## src/hw/mio_pkg.sv

```systemverilog
// constants and types for the multi-width serial pin role block
// assumes a 200 MHz system clock sampling a much slower serial link
package mio_pkg;

    // ----------------------------------------------------------------
    // register bit positions
    // ----------------------------------------------------------------
    localparam int CFG1_QUAD_BIT = 1;
    localparam int SR1_SWD_BIT   = 7;
    localparam int CFG2_RST_BIT  = 5;

    // ----------------------------------------------------------------
    // timing
    // ----------------------------------------------------------------
    localparam int CLK_PERIOD_PS = 5000;
    localparam int TRP_NS        = 200;
    localparam int TRP_CYC       = (TRP_NS * 1000 + CLK_PERIOD_PS - 1) / CLK_PERIOD_PS;
    localparam int TRP_CNT_W     = 8;

    // ----------------------------------------------------------------
    // data path sizes and reset values
    // ----------------------------------------------------------------
    localparam int BYTE_W        = 8;
    localparam int FIFO_DEPTH    = 32;
    localparam int BIT_CNT_W     = 4;
    localparam logic [3:0] LANES_RST = 4'h0;
    localparam logic [7:0] BYTE_RST  = 8'h00;

    // ----------------------------------------------------------------
    // types
    // ----------------------------------------------------------------
    typedef enum logic [1:0] {
        MIO_W1 = 2'b00,
        MIO_W2 = 2'b01,
        MIO_W4 = 2'b11
    } mio_width_t;

    typedef enum logic [1:0] {
        MIO_DESEL   = 2'b00,
        MIO_SEL     = 2'b01,
        MIO_RST_CHK = 2'b11,
        MIO_RST_HLD = 2'b10
    } mio_state_t;

    typedef struct packed {
        mio_width_t width;
        logic       ddr;
        logic       out_phase;
    } mio_cmd_t;

    typedef struct packed {
        logic [3:0] out;
        logic [3:0] oe;
    } mio_pad_t;

endpackage

```

## src/hw/mio_sync.sv

```systemverilog
// two-stage synchroniser for a group of pin levels
// assumes inputs are asynchronous to clk_sys
`timescale 1ns/1ps
module mio_sync #(
    parameter int W = 1
) (
    input  wire logic         clk_sys,
    input  wire logic         resetn,
    input  wire logic [W-1:0] d,
    output logic      [W-1:0] q
);
    logic [W-1:0] meta;
    logic [W-1:0] next_meta;
    logic [W-1:0] next_q;

    always_comb begin
        next_meta = d;
        next_q    = meta;
    end

    always_ff @(posedge clk_sys or negedge resetn) begin
        if (!resetn) begin
            meta <= '0;
            q    <= '0;
        end else begin
            meta <= next_meta;
            q    <= next_q;
        end
    end
endmodule

```

## src/hw/mio_fifo.sv

```systemverilog
// byte fifo between the core and the output shifter
// assumes both sides on clk_sys
`timescale 1ns/1ps
module mio_fifo #(
    parameter int WIDTH = 8,
    parameter int DEPTH = 32
) (
    input  wire logic             clk_sys,
    input  wire logic             resetn,
    input  wire logic [WIDTH-1:0] in_data,
    input  wire logic             in_valid,
    output logic                  in_ready,
    output logic      [WIDTH-1:0] out_data,
    output logic                  out_valid,
    input  wire logic             out_ready
);
    localparam int AW = $clog2(DEPTH);

    logic [WIDTH-1:0] mem [DEPTH];
    logic [AW:0]      wr_ptr;
    logic [AW:0]      rd_ptr;
    logic [AW:0]      next_wr_ptr;
    logic [AW:0]      next_rd_ptr;
    logic             push;
    logic             pop;

    always_comb begin
        in_ready    = (wr_ptr - rd_ptr) != (AW+1)'(DEPTH);
        out_valid   = wr_ptr != rd_ptr;
        out_data    = mem[rd_ptr[AW-1:0]];
        push        = in_valid & in_ready;
        pop         = out_valid & out_ready;
        next_wr_ptr = wr_ptr + (AW+1)'(push);
        next_rd_ptr = rd_ptr + (AW+1)'(pop);
    end

    always_ff @(posedge clk_sys) begin
        if (push) begin
            mem[wr_ptr[AW-1:0]] <= in_data;
        end
    end

    always_ff @(posedge clk_sys or negedge resetn) begin
        if (!resetn) begin
            wr_ptr <= '0;
            rd_ptr <= '0;
        end else begin
            wr_ptr <= next_wr_ptr;
            rd_ptr <= next_rd_ptr;
        end
    end
endmodule

```

## src/hw/mio_pins.sv

```systemverilog
// pin role selection and lane shifting for the multi-width serial port
// assumes pins arrive asynchronously; core side runs on clk_sys
`timescale 1ns/1ps
module mio_pins
    import mio_pkg::*;
(
    input  wire logic        clk_sys,
    input  wire logic        resetn,
    input  wire logic        sck_pin,
    input  wire logic        cs_n_pin,
    input  wire logic [3:0]  io_in,
    output mio_pad_t         pad,
    input  wire logic [7:0]  cfg1_volatile_reg,
    input  wire logic [7:0]  status1_nonvolatile_reg,
    input  wire logic [7:0]  cfg2_volatile_reg,
    input  wire mio_cmd_t    cmd,
    input  wire logic        write_registers_cmd,
    input  wire logic        write_any_register_cmd,
    input  wire logic        wrany_hits_sr1_cfg1,
    output logic             reg_write_ignore,
    output logic             wp_n_level,
    output logic             selected,
    output logic             hw_reset,
    input  wire logic [7:0]  tx_data,
    input  wire logic        tx_valid,
    output logic             tx_ready,
    output logic [7:0]       rx_data,
    output logic             rx_valid,
    output logic             tx_underrun
);

    // ----------------------------------------------------------------
    // pin synchronisation and edge finding
    // ----------------------------------------------------------------
    logic [5:0] pins_s;
    logic       sck_s;
    logic       cs_n_s;
    logic [3:0] io_s;
    logic       sck_d;
    logic       next_sck_d;
    logic       sck_rise;
    logic       sck_fall;

    mio_sync #(.W(6)) u_sync (
        .clk_sys (clk_sys),
        .resetn  (resetn),
        .d       ({sck_pin, ~cs_n_pin, ~io_in}),   // idle-high pins kept inverted
        .q       (pins_s)
    );

    always_comb begin
        sck_s      = pins_s[5];
        cs_n_s     = ~pins_s[4];
        io_s       = ~pins_s[3:0];
        next_sck_d = sck_s;
        sck_rise   = sck_s & ~sck_d;
        sck_fall   = ~sck_s & sck_d;
    end

    always_ff @(posedge clk_sys or negedge resetn) begin
        if (!resetn) begin
            sck_d <= 1'b0;
        end else begin
            sck_d <= next_sck_d;
        end
    end

    // ----------------------------------------------------------------
    // pin roles from configuration
    // ----------------------------------------------------------------
    logic quad_en;
    logic swd;
    logic rst_en;
    logic wp_role;
    logic rst_role;
    logic sel_now;

    always_comb begin
        quad_en  = cfg1_volatile_reg[CFG1_QUAD_BIT];
        swd      = status1_nonvolatile_reg[SR1_SWD_BIT];
        rst_en   = cfg2_volatile_reg[CFG2_RST_BIT];
        sel_now  = ~cs_n_s;
        wp_role  = ~quad_en & swd;
        rst_role = rst_en & (~quad_en | cs_n_s);
    end

    // ----------------------------------------------------------------
    // selection and hardware reset detection
    // ----------------------------------------------------------------
    mio_state_t           state;
    mio_state_t           next_state;
    logic [TRP_CNT_W-1:0] rst_cnt;
    logic [TRP_CNT_W-1:0] next_rst_cnt;
    logic                 next_hw_reset;
    logic                 rst_low;

    always_comb begin
        next_state    = state;
        next_rst_cnt  = rst_cnt;
        next_hw_reset = 1'b0;
        rst_low       = cs_n_s & rst_role & ~io_s[3];
        unique case (state)
            MIO_DESEL: begin
                if (sel_now) begin
                    next_state = MIO_SEL;
                end else if (rst_low) begin
                    next_state   = MIO_RST_CHK;
                    next_rst_cnt = TRP_CNT_W'(1);
                end
            end
            MIO_SEL: begin
                if (!sel_now) begin
                    next_state = MIO_DESEL;
                end
            end
            MIO_RST_CHK: begin
                if (!rst_low) begin
                    next_state = sel_now ? MIO_SEL : MIO_DESEL;
                end else if (rst_cnt == TRP_CNT_W'(TRP_CYC)) begin
                    next_state    = MIO_RST_HLD;
                    next_hw_reset = 1'b1;
                end else begin
                    next_rst_cnt = rst_cnt + TRP_CNT_W'(1);
                end
            end
            MIO_RST_HLD: begin
                if (!rst_low) begin
                    next_state = sel_now ? MIO_SEL : MIO_DESEL;
                end
            end
            default: begin
                next_state = MIO_DESEL;
            end
        endcase
    end

    always_ff @(posedge clk_sys or negedge resetn) begin
        if (!resetn) begin
            state    <= MIO_DESEL;
            rst_cnt  <= '0;
            hw_reset <= 1'b0;
        end else begin
            state    <= next_state;
            rst_cnt  <= next_rst_cnt;
            hw_reset <= next_hw_reset;
        end
    end

    // ----------------------------------------------------------------
    // write protect and register write filtering
    // ----------------------------------------------------------------
    logic next_wp_n_level;
    logic next_reg_write_ignore;
    logic reg_write;

    always_comb begin
        // host keeps the pin firm during the write, so one sample suffices
        next_wp_n_level = wp_role ? io_s[2] : 1'b1;
        reg_write       = write_registers_cmd
                        | (write_any_register_cmd & wrany_hits_sr1_cfg1);
        next_reg_write_ignore = sel_now & reg_write & wp_role
                              & ~io_s[2];
    end

    always_ff @(posedge clk_sys or negedge resetn) begin
        if (!resetn) begin
            wp_n_level       <= 1'b1;
            reg_write_ignore <= 1'b0;
        end else begin
            wp_n_level       <= next_wp_n_level;
            reg_write_ignore <= next_reg_write_ignore;
        end
    end

    // ----------------------------------------------------------------
    // lane width helpers
    // ----------------------------------------------------------------
    logic [BIT_CNT_W-1:0] step;
    logic [3:0]           lane_mask;

    always_comb begin
        unique case (cmd.width)
            MIO_W1: begin
                step      = BIT_CNT_W'(1);
                lane_mask = 4'h2;
            end
            MIO_W2: begin
                step      = BIT_CNT_W'(2);
                lane_mask = 4'h3;
            end
            MIO_W4: begin
                step      = BIT_CNT_W'(4);
                lane_mask = quad_en ? 4'hf : 4'h3;
            end
            default: begin
                step      = BIT_CNT_W'(1);
                lane_mask = 4'h2;
            end
        endcase
    end

    // ----------------------------------------------------------------
    // receive shifter, sampled on rising serial clock
    // ----------------------------------------------------------------
    logic [7:0]           rx_sh;
    logic [BIT_CNT_W-1:0] rx_cnt;
    logic [7:0]           next_rx_sh;
    logic [BIT_CNT_W-1:0] next_rx_cnt;
    logic [7:0]           next_rx_data;
    logic                 next_rx_valid;
    logic [BIT_CNT_W-1:0] rx_sum;

    always_comb begin
        next_rx_sh    = rx_sh;
        next_rx_cnt   = rx_cnt;
        next_rx_data  = rx_data;
        next_rx_valid = 1'b0;
        rx_sum        = rx_cnt + step;
        if (!sel_now) begin
            next_rx_cnt = '0;
        end else if (sck_rise && !cmd.out_phase) begin
            unique case (cmd.width)
                MIO_W1:  next_rx_sh = {rx_sh[6:0], io_s[0]};
                MIO_W2:  next_rx_sh = {rx_sh[5:0], io_s[1:0]};
                MIO_W4:  next_rx_sh = {rx_sh[3:0], io_s[3:0]};
                default: next_rx_sh = rx_sh;
            endcase
            if (rx_sum == BIT_CNT_W'(BYTE_W)) begin
                next_rx_cnt   = '0;
                next_rx_data  = next_rx_sh;
                next_rx_valid = 1'b1;
            end else begin
                next_rx_cnt = rx_sum;
            end
        end
    end

    always_ff @(posedge clk_sys or negedge resetn) begin
        if (!resetn) begin
            rx_sh    <= BYTE_RST;
            rx_cnt   <= '0;
            rx_data  <= BYTE_RST;
            rx_valid <= 1'b0;
        end else begin
            rx_sh    <= next_rx_sh;
            rx_cnt   <= next_rx_cnt;
            rx_data  <= next_rx_data;
            rx_valid <= next_rx_valid;
        end
    end

    // ----------------------------------------------------------------
    // transmit fifo and shifter, driven after the output edge
    // ----------------------------------------------------------------
    logic [7:0]           fifo_data;
    logic                 fifo_valid;
    logic                 fifo_pop;
    logic [7:0]           tx_sh;
    logic [BIT_CNT_W-1:0] tx_left;
    logic [3:0]           out_q;
    logic [7:0]           next_tx_sh;
    logic [BIT_CNT_W-1:0] next_tx_left;
    logic [3:0]           next_out_q;
    logic                 next_tx_underrun;
    logic                 out_edge;
    logic                 driving;
    logic [7:0]           src;

    mio_fifo #(.WIDTH(BYTE_W), .DEPTH(FIFO_DEPTH)) u_fifo (
        .clk_sys   (clk_sys),
        .resetn    (resetn),
        .in_data   (tx_data),
        .in_valid  (tx_valid),
        .in_ready  (tx_ready),
        .out_data  (fifo_data),
        .out_valid (fifo_valid),
        .out_ready (fifo_pop)
    );

    always_comb begin
        driving          = sel_now & cmd.out_phase;
        out_edge         = sck_fall | (cmd.ddr & sck_rise);
        next_tx_sh       = tx_sh;
        next_tx_left     = tx_left;
        next_out_q       = out_q;
        next_tx_underrun = 1'b0;
        fifo_pop         = 1'b0;
        src              = (tx_left == '0) ? fifo_data : tx_sh;
        if (!driving) begin
            next_tx_left = '0;
        end else if (out_edge) begin
            if (tx_left == '0 && !fifo_valid) begin
                next_tx_underrun = 1'b1;
            end else begin
                fifo_pop     = (tx_left == '0);
                next_tx_left = ((tx_left == '0) ? BIT_CNT_W'(BYTE_W) : tx_left) - step;
                unique case (cmd.width)
                    MIO_W1: begin
                        next_out_q = {2'b00, src[7], 1'b0};
                        next_tx_sh = {src[6:0], 1'b0};
                    end
                    MIO_W2: begin
                        next_out_q = {2'b00, src[7:6]};
                        next_tx_sh = {src[5:0], 2'b00};
                    end
                    MIO_W4: begin
                        next_out_q = src[7:4];
                        next_tx_sh = {src[3:0], 4'h0};
                    end
                    default: begin
                        next_out_q = out_q;
                        next_tx_sh = tx_sh;
                    end
                endcase
            end
        end
    end

    always_ff @(posedge clk_sys or negedge resetn) begin
        if (!resetn) begin
            tx_sh       <= BYTE_RST;
            tx_left     <= '0;
            out_q       <= LANES_RST;
            tx_underrun <= 1'b0;
        end else begin
            tx_sh       <= next_tx_sh;
            tx_left     <= next_tx_left;
            out_q       <= next_out_q;
            tx_underrun <= next_tx_underrun;
        end
    end

    // ----------------------------------------------------------------
    // pad drive
    // ----------------------------------------------------------------
    always_comb begin
        selected = sel_now;
        pad.out  = out_q;
        pad.oe   = driving ? lane_mask : LANES_RST;
    end

endmodule

```

## config.mk

```make
export PLATFORM = sky130hd
export DESIGN_NAME = mio_pins
export DESIGN_NICKNAME = d
export VERILOG_FILES = /design/src/hw/mio_pkg.sv /design/src/hw/mio_sync.sv /design/src/hw/mio_fifo.sv /design/src/hw/mio_pins.sv
export SDC_FILE = /design/constraint.sdc
export NUM_CORES = 1
export LEC_CHECK = 0
export ABC_AREA = 1
export BUFFER_PORTS_ARGS = -buffer_cell sky130_fd_sc_hd__buf_2
export CORE_MARGIN = 4
export CORE_UTILIZATION = 30
export CTS_CLUSTER_SIZE = 28
export DETAILED_ROUTE_END_ITERATION = 16
export MAX_ROUTING_LAYER = met4
export PLACE_DENSITY = 0.44
export SLEW_MARGIN = 10
export SYNTH_ARGS = -nofsm -noshare
export SYNTH_HDL_FRONTEND = slang
export SYNTH_SLANG_ARGS = --single-unit
```

## constraint.sdc

```tcl
create_clock -name clk_sys -period 6.4 [get_ports clk_sys]
set_clock_uncertainty 0.2 [all_clocks]
set_input_delay 1.28 -clock clk_sys [delete_from_list [all_inputs] [get_ports clk_sys]]
set_output_delay 1.28 -clock clk_sys [all_outputs]
set_load 0.02 [all_outputs]
```

=== Yosys cells after proc, flatten, opt, wreduce, memory -nomap -nowiden ===
Memories as Yosys holds them, arrays and structs flattened.
Cells that the tools add are included.

* Logic and storage cells: 130
* Output and inout bits: 23
* Register bits: 76
* Input bits: 48
* Memories kept: 1
* Bits in writable memories: 256

* Mux-type cells: 43
* Reductions and logical operators: 15
* Add/subtract/negate cells: 6
* Equal/unequal tests: 20
* Bitwise gates (word level): 27

{| class="wikitable"
|+ Memory list
! name !! depth !! width !! rd ports !! clocked after memory_dff !! write ports !! RTL line !! text
|-
| u_fifo.mem || 32 || 8 || 1 || 0 || 1 || mio_fifo.sv:19 || <nowiki>logic [WIDTH-1:0] mem [DEPTH];</nowiki>
|}

{| class="wikitable"
|+ Operator list
! kind !! number
|-
| one-hot mux 8 bit (3 select lines) || 2
|-
| two-way mux 8 bit || 5
|-
| two-way mux 4 bit || 9
|-
| != test 2 bit, second input constant || 9
|-
| two-way mux 1 bit || 16
|-
| one-hot mux 8 bit (2 select lines) || 1
|-
| AND 1 bit || 14
|-
| adder 6 x 1 -> 6 bit || 2
|-
| two-way mux 2 bit || 6
|-
| one-hot mux 4 bit (3 select lines) || 1
|-
| adder 8 x 1 -> 8 bit, second input constant || 1
|-
| == test 8 x 6 -> 1 bit, second input constant || 1
|-
| NOT 1 bit || 8
|-
| NOT 4 bit || 2
|-
| one-hot mux 2 bit (4 select lines) || 1
|-
| one-hot mux 4 bit (2 select lines) || 1
|-
| AND reduction 4 bit || 2
|-
| == test 2 bit, second input constant || 3
|-
| != test 6 bit || 1
|-
| != test 6 bit, second input constant || 1
|-
| one-hot mux 3 bit (2 select lines) || 1
|-
| subtractor 6 bit || 1
|-
| AND reduction 5 bit || 1
|-
| adder 4 x 3 -> 4 bit || 1
|-
| other kinds (14) || 21
|}

=== Depth between registers and ports, before layout ===
Gate-level depths: netlist of the first run.

* Word-level depth: 8
* Depth in mapped cells: 21
* Depth with buffers taken out: 18

=== Cells and area by module ===
Synthesis of the first run repeated with hierarchy kept, for this count alone.

* Cells, all modules: 1382
* Area, all modules: 14609.0 um2

{| class="wikitable"
|+ By module, submodules not included
! module !! area each (um2) !! cells an instance !! times used !! sequential area each (um2)
|-
| mio_fifo || 11383.4 || 979 || 1 || 7987.7
|-
| mio_pins || 2925.3 || 391 || 1 || 1277.5
|-
| mio_sync || 300.3 || 12 || 1 || 300.3
|}

=== Least setup slack after synthesis of the first run ===
No wires, ideal clock.

* Kind: input to output
* From: input port cmd[2] (netlist name)
* To: output port pad[3] (netlist name)
* Cell stages on the path: 4
* Data arrival time: 2.425 ns
* Buffers on the path: 2
* Slack: 2.495 ns
* Cell sequence: buf_2 -> nand2_1 -> nor3_1 -> buf_4

{| class="wikitable"
|+ RTL lines
! item !! RTL line !! text
|-
| start, declared || mio_pins.sv:16 || <nowiki>input wire mio_cmd_t cmd,</nowiki>
|-
| end, declared || mio_pins.sv:12 || <nowiki>output mio_pad_t pad,</nowiki>
|}

=== Final worst setup path of the first run ===
* From: register u_fifo.rd_ptr[0]
* To: output port tx_ready

* Word-level cells in the longest chain between the ends: 2

{| class="wikitable"
|+ Ends and longest elaborated chain
! item !! RTL line !! text
|-
| start, declared || mio_fifo.sv:21 || <nowiki>logic [AW:0] rd_ptr;</nowiki>
|-
| start signal, assigned || mio_fifo.sv:49 || <nowiki>rd_ptr <= next_rd_ptr;</nowiki>
|-
| subtractor 6 bit || mio_fifo.sv:28 || <nowiki>in_ready = (wr_ptr - rd_ptr) != (AW+1)'(DEPTH);</nowiki>
|-
| != test 6 bit || mio_fifo.sv:28 ||
|-
| end, declared || mio_pins.sv:26 || <nowiki>output logic tx_ready,</nowiki>
|}

No other way between the ends.

==> results.toml, run 1 <==
[clock_network]
holdBufCountCts = 0
post_cts_sizing_count = 0
total_clock_buffers_created_by_cts = 39
tritoncts = "yes"
clk_root_buffer_cell = "sky130_fd_sc_hd__clkbuf_16"
cts_num_sinks = 331
clk_path_buf_depth = 3
clock_latency_ns = 0.55
worst_setup_hold_path_clk_slew_ns = 0.06
htreeDepth = 2
post_cts_setup_buffer_count = 0

[hold_path]
timing.hold.worst_endpoint = "u_sync.q[1]"
worst_hold_path_type = "reg2reg"
holdPathStages = 0
hp-start = "u_sync.meta[1]"

[grt]
grt_busiest_layer = "met2"
gr-usage-met1_pct = 19.9
grt_pass1_wl_mm = 57.7
maximum_number_of_pins_on_one_net_before_global_route_repair = 87
track_usage_pct = 15.0
met3_usage_pct = 2.04
first_global_vias = 9753
antenna_found_initial = 0
globalRouteMet2Util_pct = 24.1
grt-ovfl-total = 0

[setup_path]
crit_path_max_incr_delay_ns = 0.99
worst-path-max-fanout = 72
ff_to_ff_path_depth = 12
critical_path_required_ns = 4.92
setup.worst_path.class = "reg2out"
worstPathCellList = "ha_1, o21bai_2, a21o_1, nand2_1, nand2_1, or2_1, nand2_1, nand3_1, buf_2"
critPathCaptureType = "primary output"
startpoint_type = "flip-flop"
r2r-start = "u_fifo.rd_ptr[0]"
worst_ep_arrival_time_ns = 2.87
critical_path.slowest_cell = "sky130_fd_sc_hd__dfrtp_4"
rrSetupSlack_ns = 2.47
path_common_cell = "sky130_fd_sc_hd__nand2_1"
r2r_end = "u_fifo.mem[24][3]"

[sta]
unrepaired_setup_endpoints_after_global_routing = "false"
fmaxAchievable_mhz = 230
report.final.setup_viol = 0
relSlewSlack_pct = 27.2
timing.final.max_slew_violations = 0
tightestPinTransition_ns = 1.09
tns_ns = 0
timing.final.hold_violations = 0
timing.final.crit_share_pct = 67.9
finalCriticalPeriod_ns = 4.35

[routing]
ant_nets = 0
dr.first_iter.drc_count = 581
vias = 9684
vias_per_cell = 4.71
routed_wire_length_mm = 36.9
drc = 0
wl_per_cell_um = 18.0
first_pass_iters = 5

[final_layout]
final_net_count = 1479
layout.filler_cells = 4740
n_antenna_cell = 0
area_growth_pct = 13.3
seqCellArea_um2 = 9570
multi_input_gate_area_in_the_final_layout_um2 = 4150
drive_gt1_share_pct = 9.09

[power]
switching_power_uw = 2590
power.combinational.fraction_pct = 30.5
vdd_ir_drop_max_uv = 216
switching_share_pct = 37.4
power.total_uw = 6910
pwr_density_cell_nw_per_um2 = 423
leakagePower_uw = 0.00630
seqPwrFrac_pct = 39.4
internal_power_uw = 4330
clockPowerShare_pct = 30.1

[synth]
synth.cell_area_um2 = 14400
mappedNetlistNets = 1445
postSynthCellCount = 1378
synth.yosys.seq_area_share_pct = 66.4
ys_ff_latch = 331
synth.yosys.warnings = 0
yosys_most_used_dff = "sky130_fd_sc_hd__edfxtp_1"
synth.top_cells.by_area = "sky130_fd_sc_hd__edfxtp_1 53%, sky130_fd_sc_hd__dfrtp_1 13%, sky130_fd_sc_hd__nand2_1 9.0%, sky130_fd_sc_hd__nor2_1 5.1%, sky130_fd_sc_hd__nand3_1 4.0%"
syn_area_per_cell_um2 = 10.4
synth_top_area_share_pct = 53.4
synth_edf_count = 256
ys_types = 41
synth_top_area_cell = "sky130_fd_sc_hd__edfxtp_1"
synth-async-reset-ratio_pct = 22.7

[place]
dp_hpwl_mm = 22.9
routabilityCongestion = 0.845
numPortBuffers = 49

[die]
i_o_pin_count = 71
core.rowCount = 80
die_width_um = 227
floorplan.die_area_um2 = 51600
die_height_um = 227
core_footprint_um2 = 47500
initial_utilization_pct = 30.3

[outcome]
outcome = "complete, no violations"

[run]
drv.max_cap_violation_count = 0
==> synth_stat cells (2+ instances only) <==
master,count
sky130_fd_sc_hd__o2111ai_1,3
sky130_fd_sc_hd__nand2_2,2
sky130_fd_sc_hd__o221ai_1,3
sky130_fd_sc_hd__ha_1,17
sky130_fd_sc_hd__buf_1,4
sky130_fd_sc_hd__fa_1,2
sky130_fd_sc_hd__buf_6,4
sky130_fd_sc_hd__nand3_1,114
sky130_fd_sc_hd__xor2_1,13
sky130_fd_sc_hd__o21ai_1,11
sky130_fd_sc_hd__nor4_1,3
sky130_fd_sc_hd__edfxtp_1,256
sky130_fd_sc_hd__o21ai_0,103
sky130_fd_sc_hd__buf_4,14
sky130_fd_sc_hd__o22ai_1,5
sky130_fd_sc_hd__nand2_1,344
sky130_fd_sc_hd__nor3_1,11
sky130_fd_sc_hd__inv_1,81
sky130_fd_sc_hd__xnor2_1,3
sky130_fd_sc_hd__nand4_1,7
sky130_fd_sc_hd__clkbuf_1,15
sky130_fd_sc_hd__clkinv_1,3
sky130_fd_sc_hd__inv_2,4
sky130_fd_sc_hd__nor2_2,2
sky130_fd_sc_hd__nor2_1,197
sky130_fd_sc_hd__a21oi_1,28
sky130_fd_sc_hd__buf_2,26
sky130_fd_sc_hd__dfrtp_1,74
sky130_fd_sc_hd__o211ai_1,15
sky130_fd_sc_hd__or2_2,3
==> power groups by stage <==
stage / combinational [uW] / clock, uW / sequential [uW]
floorplan: 1540 / 0 / 2660
global placement: 2140 / 0 / 2760
detailed placement: 2150 / 0 / 2770
CTS: 2160 / 2150 / 2720
global route: 2390 / 2250 / 2750
finish: 2110 / 2080 / 2720
==> cell usage in the layout (no fill, tap or decap), drive strengths merged, types with 12 or more instances in the layout <==
cell type	n
nand2	346
edfxtp	256
nor2	200
nand3	114
o21ai	114
inv	86
dfrtp	74
buf	56
clkbuf	45
a21oi	28
clkinv	25
ha	17
o211ai	15
xor2	13
nor3	12
==> area by class of cell <==
cell class,instances,area share [%]
multi-input cells,895,25.4
repair buffers,56,1.84
inverters,89,2.06
well taps,615,4.72
flip-flops and latches,331,58.6
clock inverters,25,1.21
clock buffers,45,6.12
==> routing by layer <==
layer / vias to the layer above / part of all wire [%]
met1: 4715 / 45
met5: - / 0
li1: 4742 / -
met4: 0 / 2.5
met3: 55 / 4.1
met2: 172 / 48
==> critical path, delay by kind of cell, from the launching register on <==
| family | cells | cell delay, ns |
|---|---|---|
| flip-flops | 1 | 0.99 |
| AND/OR/NAND/NOR | 5 | 0.55 |
| adder cells (fa/ha/maj) | 1 | 0.29 |
| AO/OA/AOI/OAI | 2 | 0.27 |
| buffers and inverters | 1 | 0.21 |
==> flip-flops by register name, summed over array words and instances (netlist names) <==
name,count
u_fifo.wr_ptr,6
u_sync.meta,6
u_sync.q,6
rst_cnt,8
rx_sh,8
hw_reset,1
tx_sh,7
tx_underrun,1
state,2
u_fifo.mem,256
wp_n_level,1
rx_cnt,4
u_fifo.rd_ptr,6
sck_d,1
rx_data,8
rx_valid,1
out_q,4
reg_write_ignore,1
tx_left,4
==> metrics by stage <==
step / hold slack [ns] / cells / instance area (um^2) / util, % / worst slack, ns
final: 0.147 / 2056 / 16300 / 34.3 / 2.05
after global routing: 0.156 / 2056 / 16300 / 34.3 / 1.82
after CTS: 0.150 / 2056 / 16300 / 34.3 / 1.93
after global placement: 0.133 / 1986 / 15100 / 31.8 / 2.34
after detailed placement: 0.136 / 1986 / 15100 / 31.8 / 2.33
after floorplan: 0.131 / 1378 / 14400 / - / 2.49
==> worst max-delay path by stage <==
stage	from	end	slack, ns	depth (start not counted)
after floorplan	cmd[2]	pad[3]	2.49	4
after global placement	u_fifo.rd_ptr[0]	u_fifo.mem[0][7]	2.34	12
after detailed placement	u_fifo.rd_ptr[0]	u_fifo.mem[0][7]	2.33	12
after CTS	u_fifo.rd_ptr[0]	tx_ready	1.93	9
after global routing	u_fifo.rd_ptr[0]	tx_ready	1.82	9
final	u_fifo.rd_ptr[0]	tx_ready	2.05	9
==> logic make-up (layout without fill, tap and decap cells) <==
logic type,count (synthesis),in the layout,synth area share (%)
DFF,331,331,66.4
adders and majority gates,19,19,1.76
AOI/OAI and AO/OA,172,172,6.54
xor gates and xnor gates,16,16,0.973
and+or+nand+nor,688,688,19.5
buffers and inverters,152,215,4.78
No activity file was read; power rests on OpenSTA's default activity.
==> inputs of run 2 (changes only) <==
Settings changed: PLACE_DENSITY 0.44 to 0.45.
Clock period 6.4 ns to 3.7 ns, I/O delays scaled along.
==> run 2 against run 1 <==
  * Core utilization increased by 0.30 points
  * Setup slack got worse by 1.7 ns
  * Non-clock buffer count increased by 18
  * Sequential share of layout area decreased by 0.51 points
  * Via count increased by 0.29%
  * Count of clock-buffer cells in the layout increased by 1
  * Sequential power increased by 67%
  * Critical path type is now reg2reg
  * Largest cell class unchanged
==> results.toml, run 2 (synthesized netlist as in run 1, its figures left out) <==
[grt]
antenna_found_initial = 0
globalRouteMet2Util_pct = 24.2
maximum_number_of_pins_on_one_net_before_global_route_repair = 136
grt-ovfl-total = 0
grt_pass1_wl_mm = 58.0
track_usage_pct = 15.1
met3_usage_pct = 2.48
gr-usage-met1_pct = 20.1
first_global_vias = 9735
grt_busiest_layer = "met2"

[clock_network]
clock_latency_ns = 0.56
cts_num_sinks = 331
holdBufCountCts = 0
post_cts_sizing_count = 0
clk_root_buffer_cell = "sky130_fd_sc_hd__clkbuf_16"
worst_setup_hold_path_clk_slew_ns = 0.06
post_cts_setup_buffer_count = 0
tritoncts = "yes"
clk_path_buf_depth = 3
total_clock_buffers_created_by_cts = 38
htreeDepth = 2

[die]
die_height_um = 227
core_footprint_um2 = 47500
core.rowCount = 80
initial_utilization_pct = 30.3
i_o_pin_count = 71
die_width_um = 227
floorplan.die_area_um2 = 51600

[routing]
first_pass_iters = 5
dr.first_iter.drc_count = 704
wl_per_cell_um = 18.0
vias = 9712
routed_wire_length_mm = 37.3
vias_per_cell = 4.69
ant_nets = 0
drc = 0

[sta]
tightestPinTransition_ns = 0.895
relSlewSlack_pct = 40.1
unrepaired_setup_endpoints_after_global_routing = "false"
finalCriticalPeriod_ns = 3.30
tns_ns = 0
final.hold.worst_slack_ns = 0.0728
timing.final.hold_violations = 0
timing.final.crit_share_pct = 89.3
fmaxAchievable_mhz = 303
timing.final.max_slew_violations = 0
report.final.setup_viol = 0

[final_layout]
final_net_count = 1496
layout.cells.most_common = "sky130_fd_sc_hd__nand2_1"
flip_flop_count_of_the_largest_register_after_layout = 256
n_antenna_cell = 0
finish.utilization_pct = 34.6
most-common-layout-cells = "344 x sky130_fd_sc_hd__nand2_1, 256 x sky130_fd_sc_hd__edfxtp_1, 197 x sky130_fd_sc_hd__nor2_1, 114 x sky130_fd_sc_hd__nand3_1, 103 x sky130_fd_sc_hd__o21ai_0"
final_cell_count_no_fill = 2071
area_growth_pct = 14.3
drive_gt1_share_pct = 10.0

[setup_path]
critPathCaptureType = "flip-flop"
worst-path-max-fanout = 135
worst_ep_arrival_time_ns = 3.53
setup.worst_path.class = "reg2reg"
startpoint_type = "flip-flop"
critical_path_required_ns = 3.93

[power]
vdd_ir_drop_max_uv = 542
pwr_density_cell_nw_per_um2 = 733
power.total_uw = 12100
leakagePower_uw = 0.00639

[hold_path]
worst_hold_path_type = "in2async"

[place]
dp_hpwl_mm = 23.2
numPortBuffers = 49
routabilityCongestion = 0.838
placed_cells_incl_taps = 2004

[run]
drv.max_cap_violation_count = 0

[outcome]
outcome = "complete, no violations"
[run 2: cell count changes in the layout (fill, tap and decap cells not counted), sizes merged]
cell      before  now
buf           56   74
clkinv        25   23
clkinvlp       1    0
bufinv         2    1
clkbuf        45   46
[run 2: per-layer routing]
layer / vias up / wire length (um)
met5: - / 0
met4: 0 / 782
met3: 59 / 1500
met2: 198 / 17900
met1: 4682 / 17100
li1: 4773 / -
[run 2: final timing paths]
| kind | start | to | slack, ns | cells after the start |
|---|---|---|---|---|
| setup / recovery | u_fifo.rd_ptr[0] | tx_sh[7] | 0.40 | 15 |
| max in group asynchronous | resetn | tx_sh[3] | 2.58 | 2 |
| setup reg to reg | u_fifo.rd_ptr[0] | tx_sh[7] | 0.40 | 15 |
| hold reg to reg | u_sync.meta[5] | u_sync.q[5] | 0.15 | 0 |
| min in group clk_sys | sck_pin | u_sync.meta[5] | 0.09 | 1 |
| hold / removal | resetn | rst_cnt[1] | 0.07 | 1 |
[run 2: metrics by stage]
stage               area (um^2)  setup WS, ns
floorplan                 14400         0.537
global placement          15300         0.426
detailed placement        15300         0.451
CTS                       16500         0.415
global route              16500         0.145
finish                    16500         0.397
[run 2: worst max-delay path, stage by stage, from the launching register on]
cell and delay, ns:
sky130_fd_sc_hd__dfrtp_4 0.43, sky130_fd_sc_hd__buf_12 0.43, sky130_fd_sc_hd__inv_4 0.44, sky130_fd_sc_hd__buf_4 0.31, sky130_fd_sc_hd__nand2_1 0.06, sky130_fd_sc_hd__nand3_1 0.09
sky130_fd_sc_hd__nand3_1 0.17, sky130_fd_sc_hd__nand2_1 0.07, sky130_fd_sc_hd__nor2_1 0.18, sky130_fd_sc_hd__nand2_1 0.11, sky130_fd_sc_hd__nand3_1 0.16, sky130_fd_sc_hd__nand2_1 0.09
sky130_fd_sc_hd__nand2_1 0.06, sky130_fd_sc_hd__nand2_1 0.04, sky130_fd_sc_hd__nor2_1 0.08, sky130_fd_sc_hd__nor2_1 0.04
[run 2: layout make-up]
class	count	area, um^2
well taps	615	769
flip-flops and latches	331	9570
clock buffers	46	1020
multi-input cells	895	4150
repair buffers	74	473
inverters	89	337
clock inverters	21	145
fillers	4736	31100
[run 2: where the power goes]
part / switching (uW) / total (uW) / leakage, uW / internal, uW
Clock: 1500 / 3540 / 0.000578 / 2040
Combinational: 2830 / 3970 / 0.00255 / 1140
Sequential: 172 / 4550 / 0.00326 / 4380
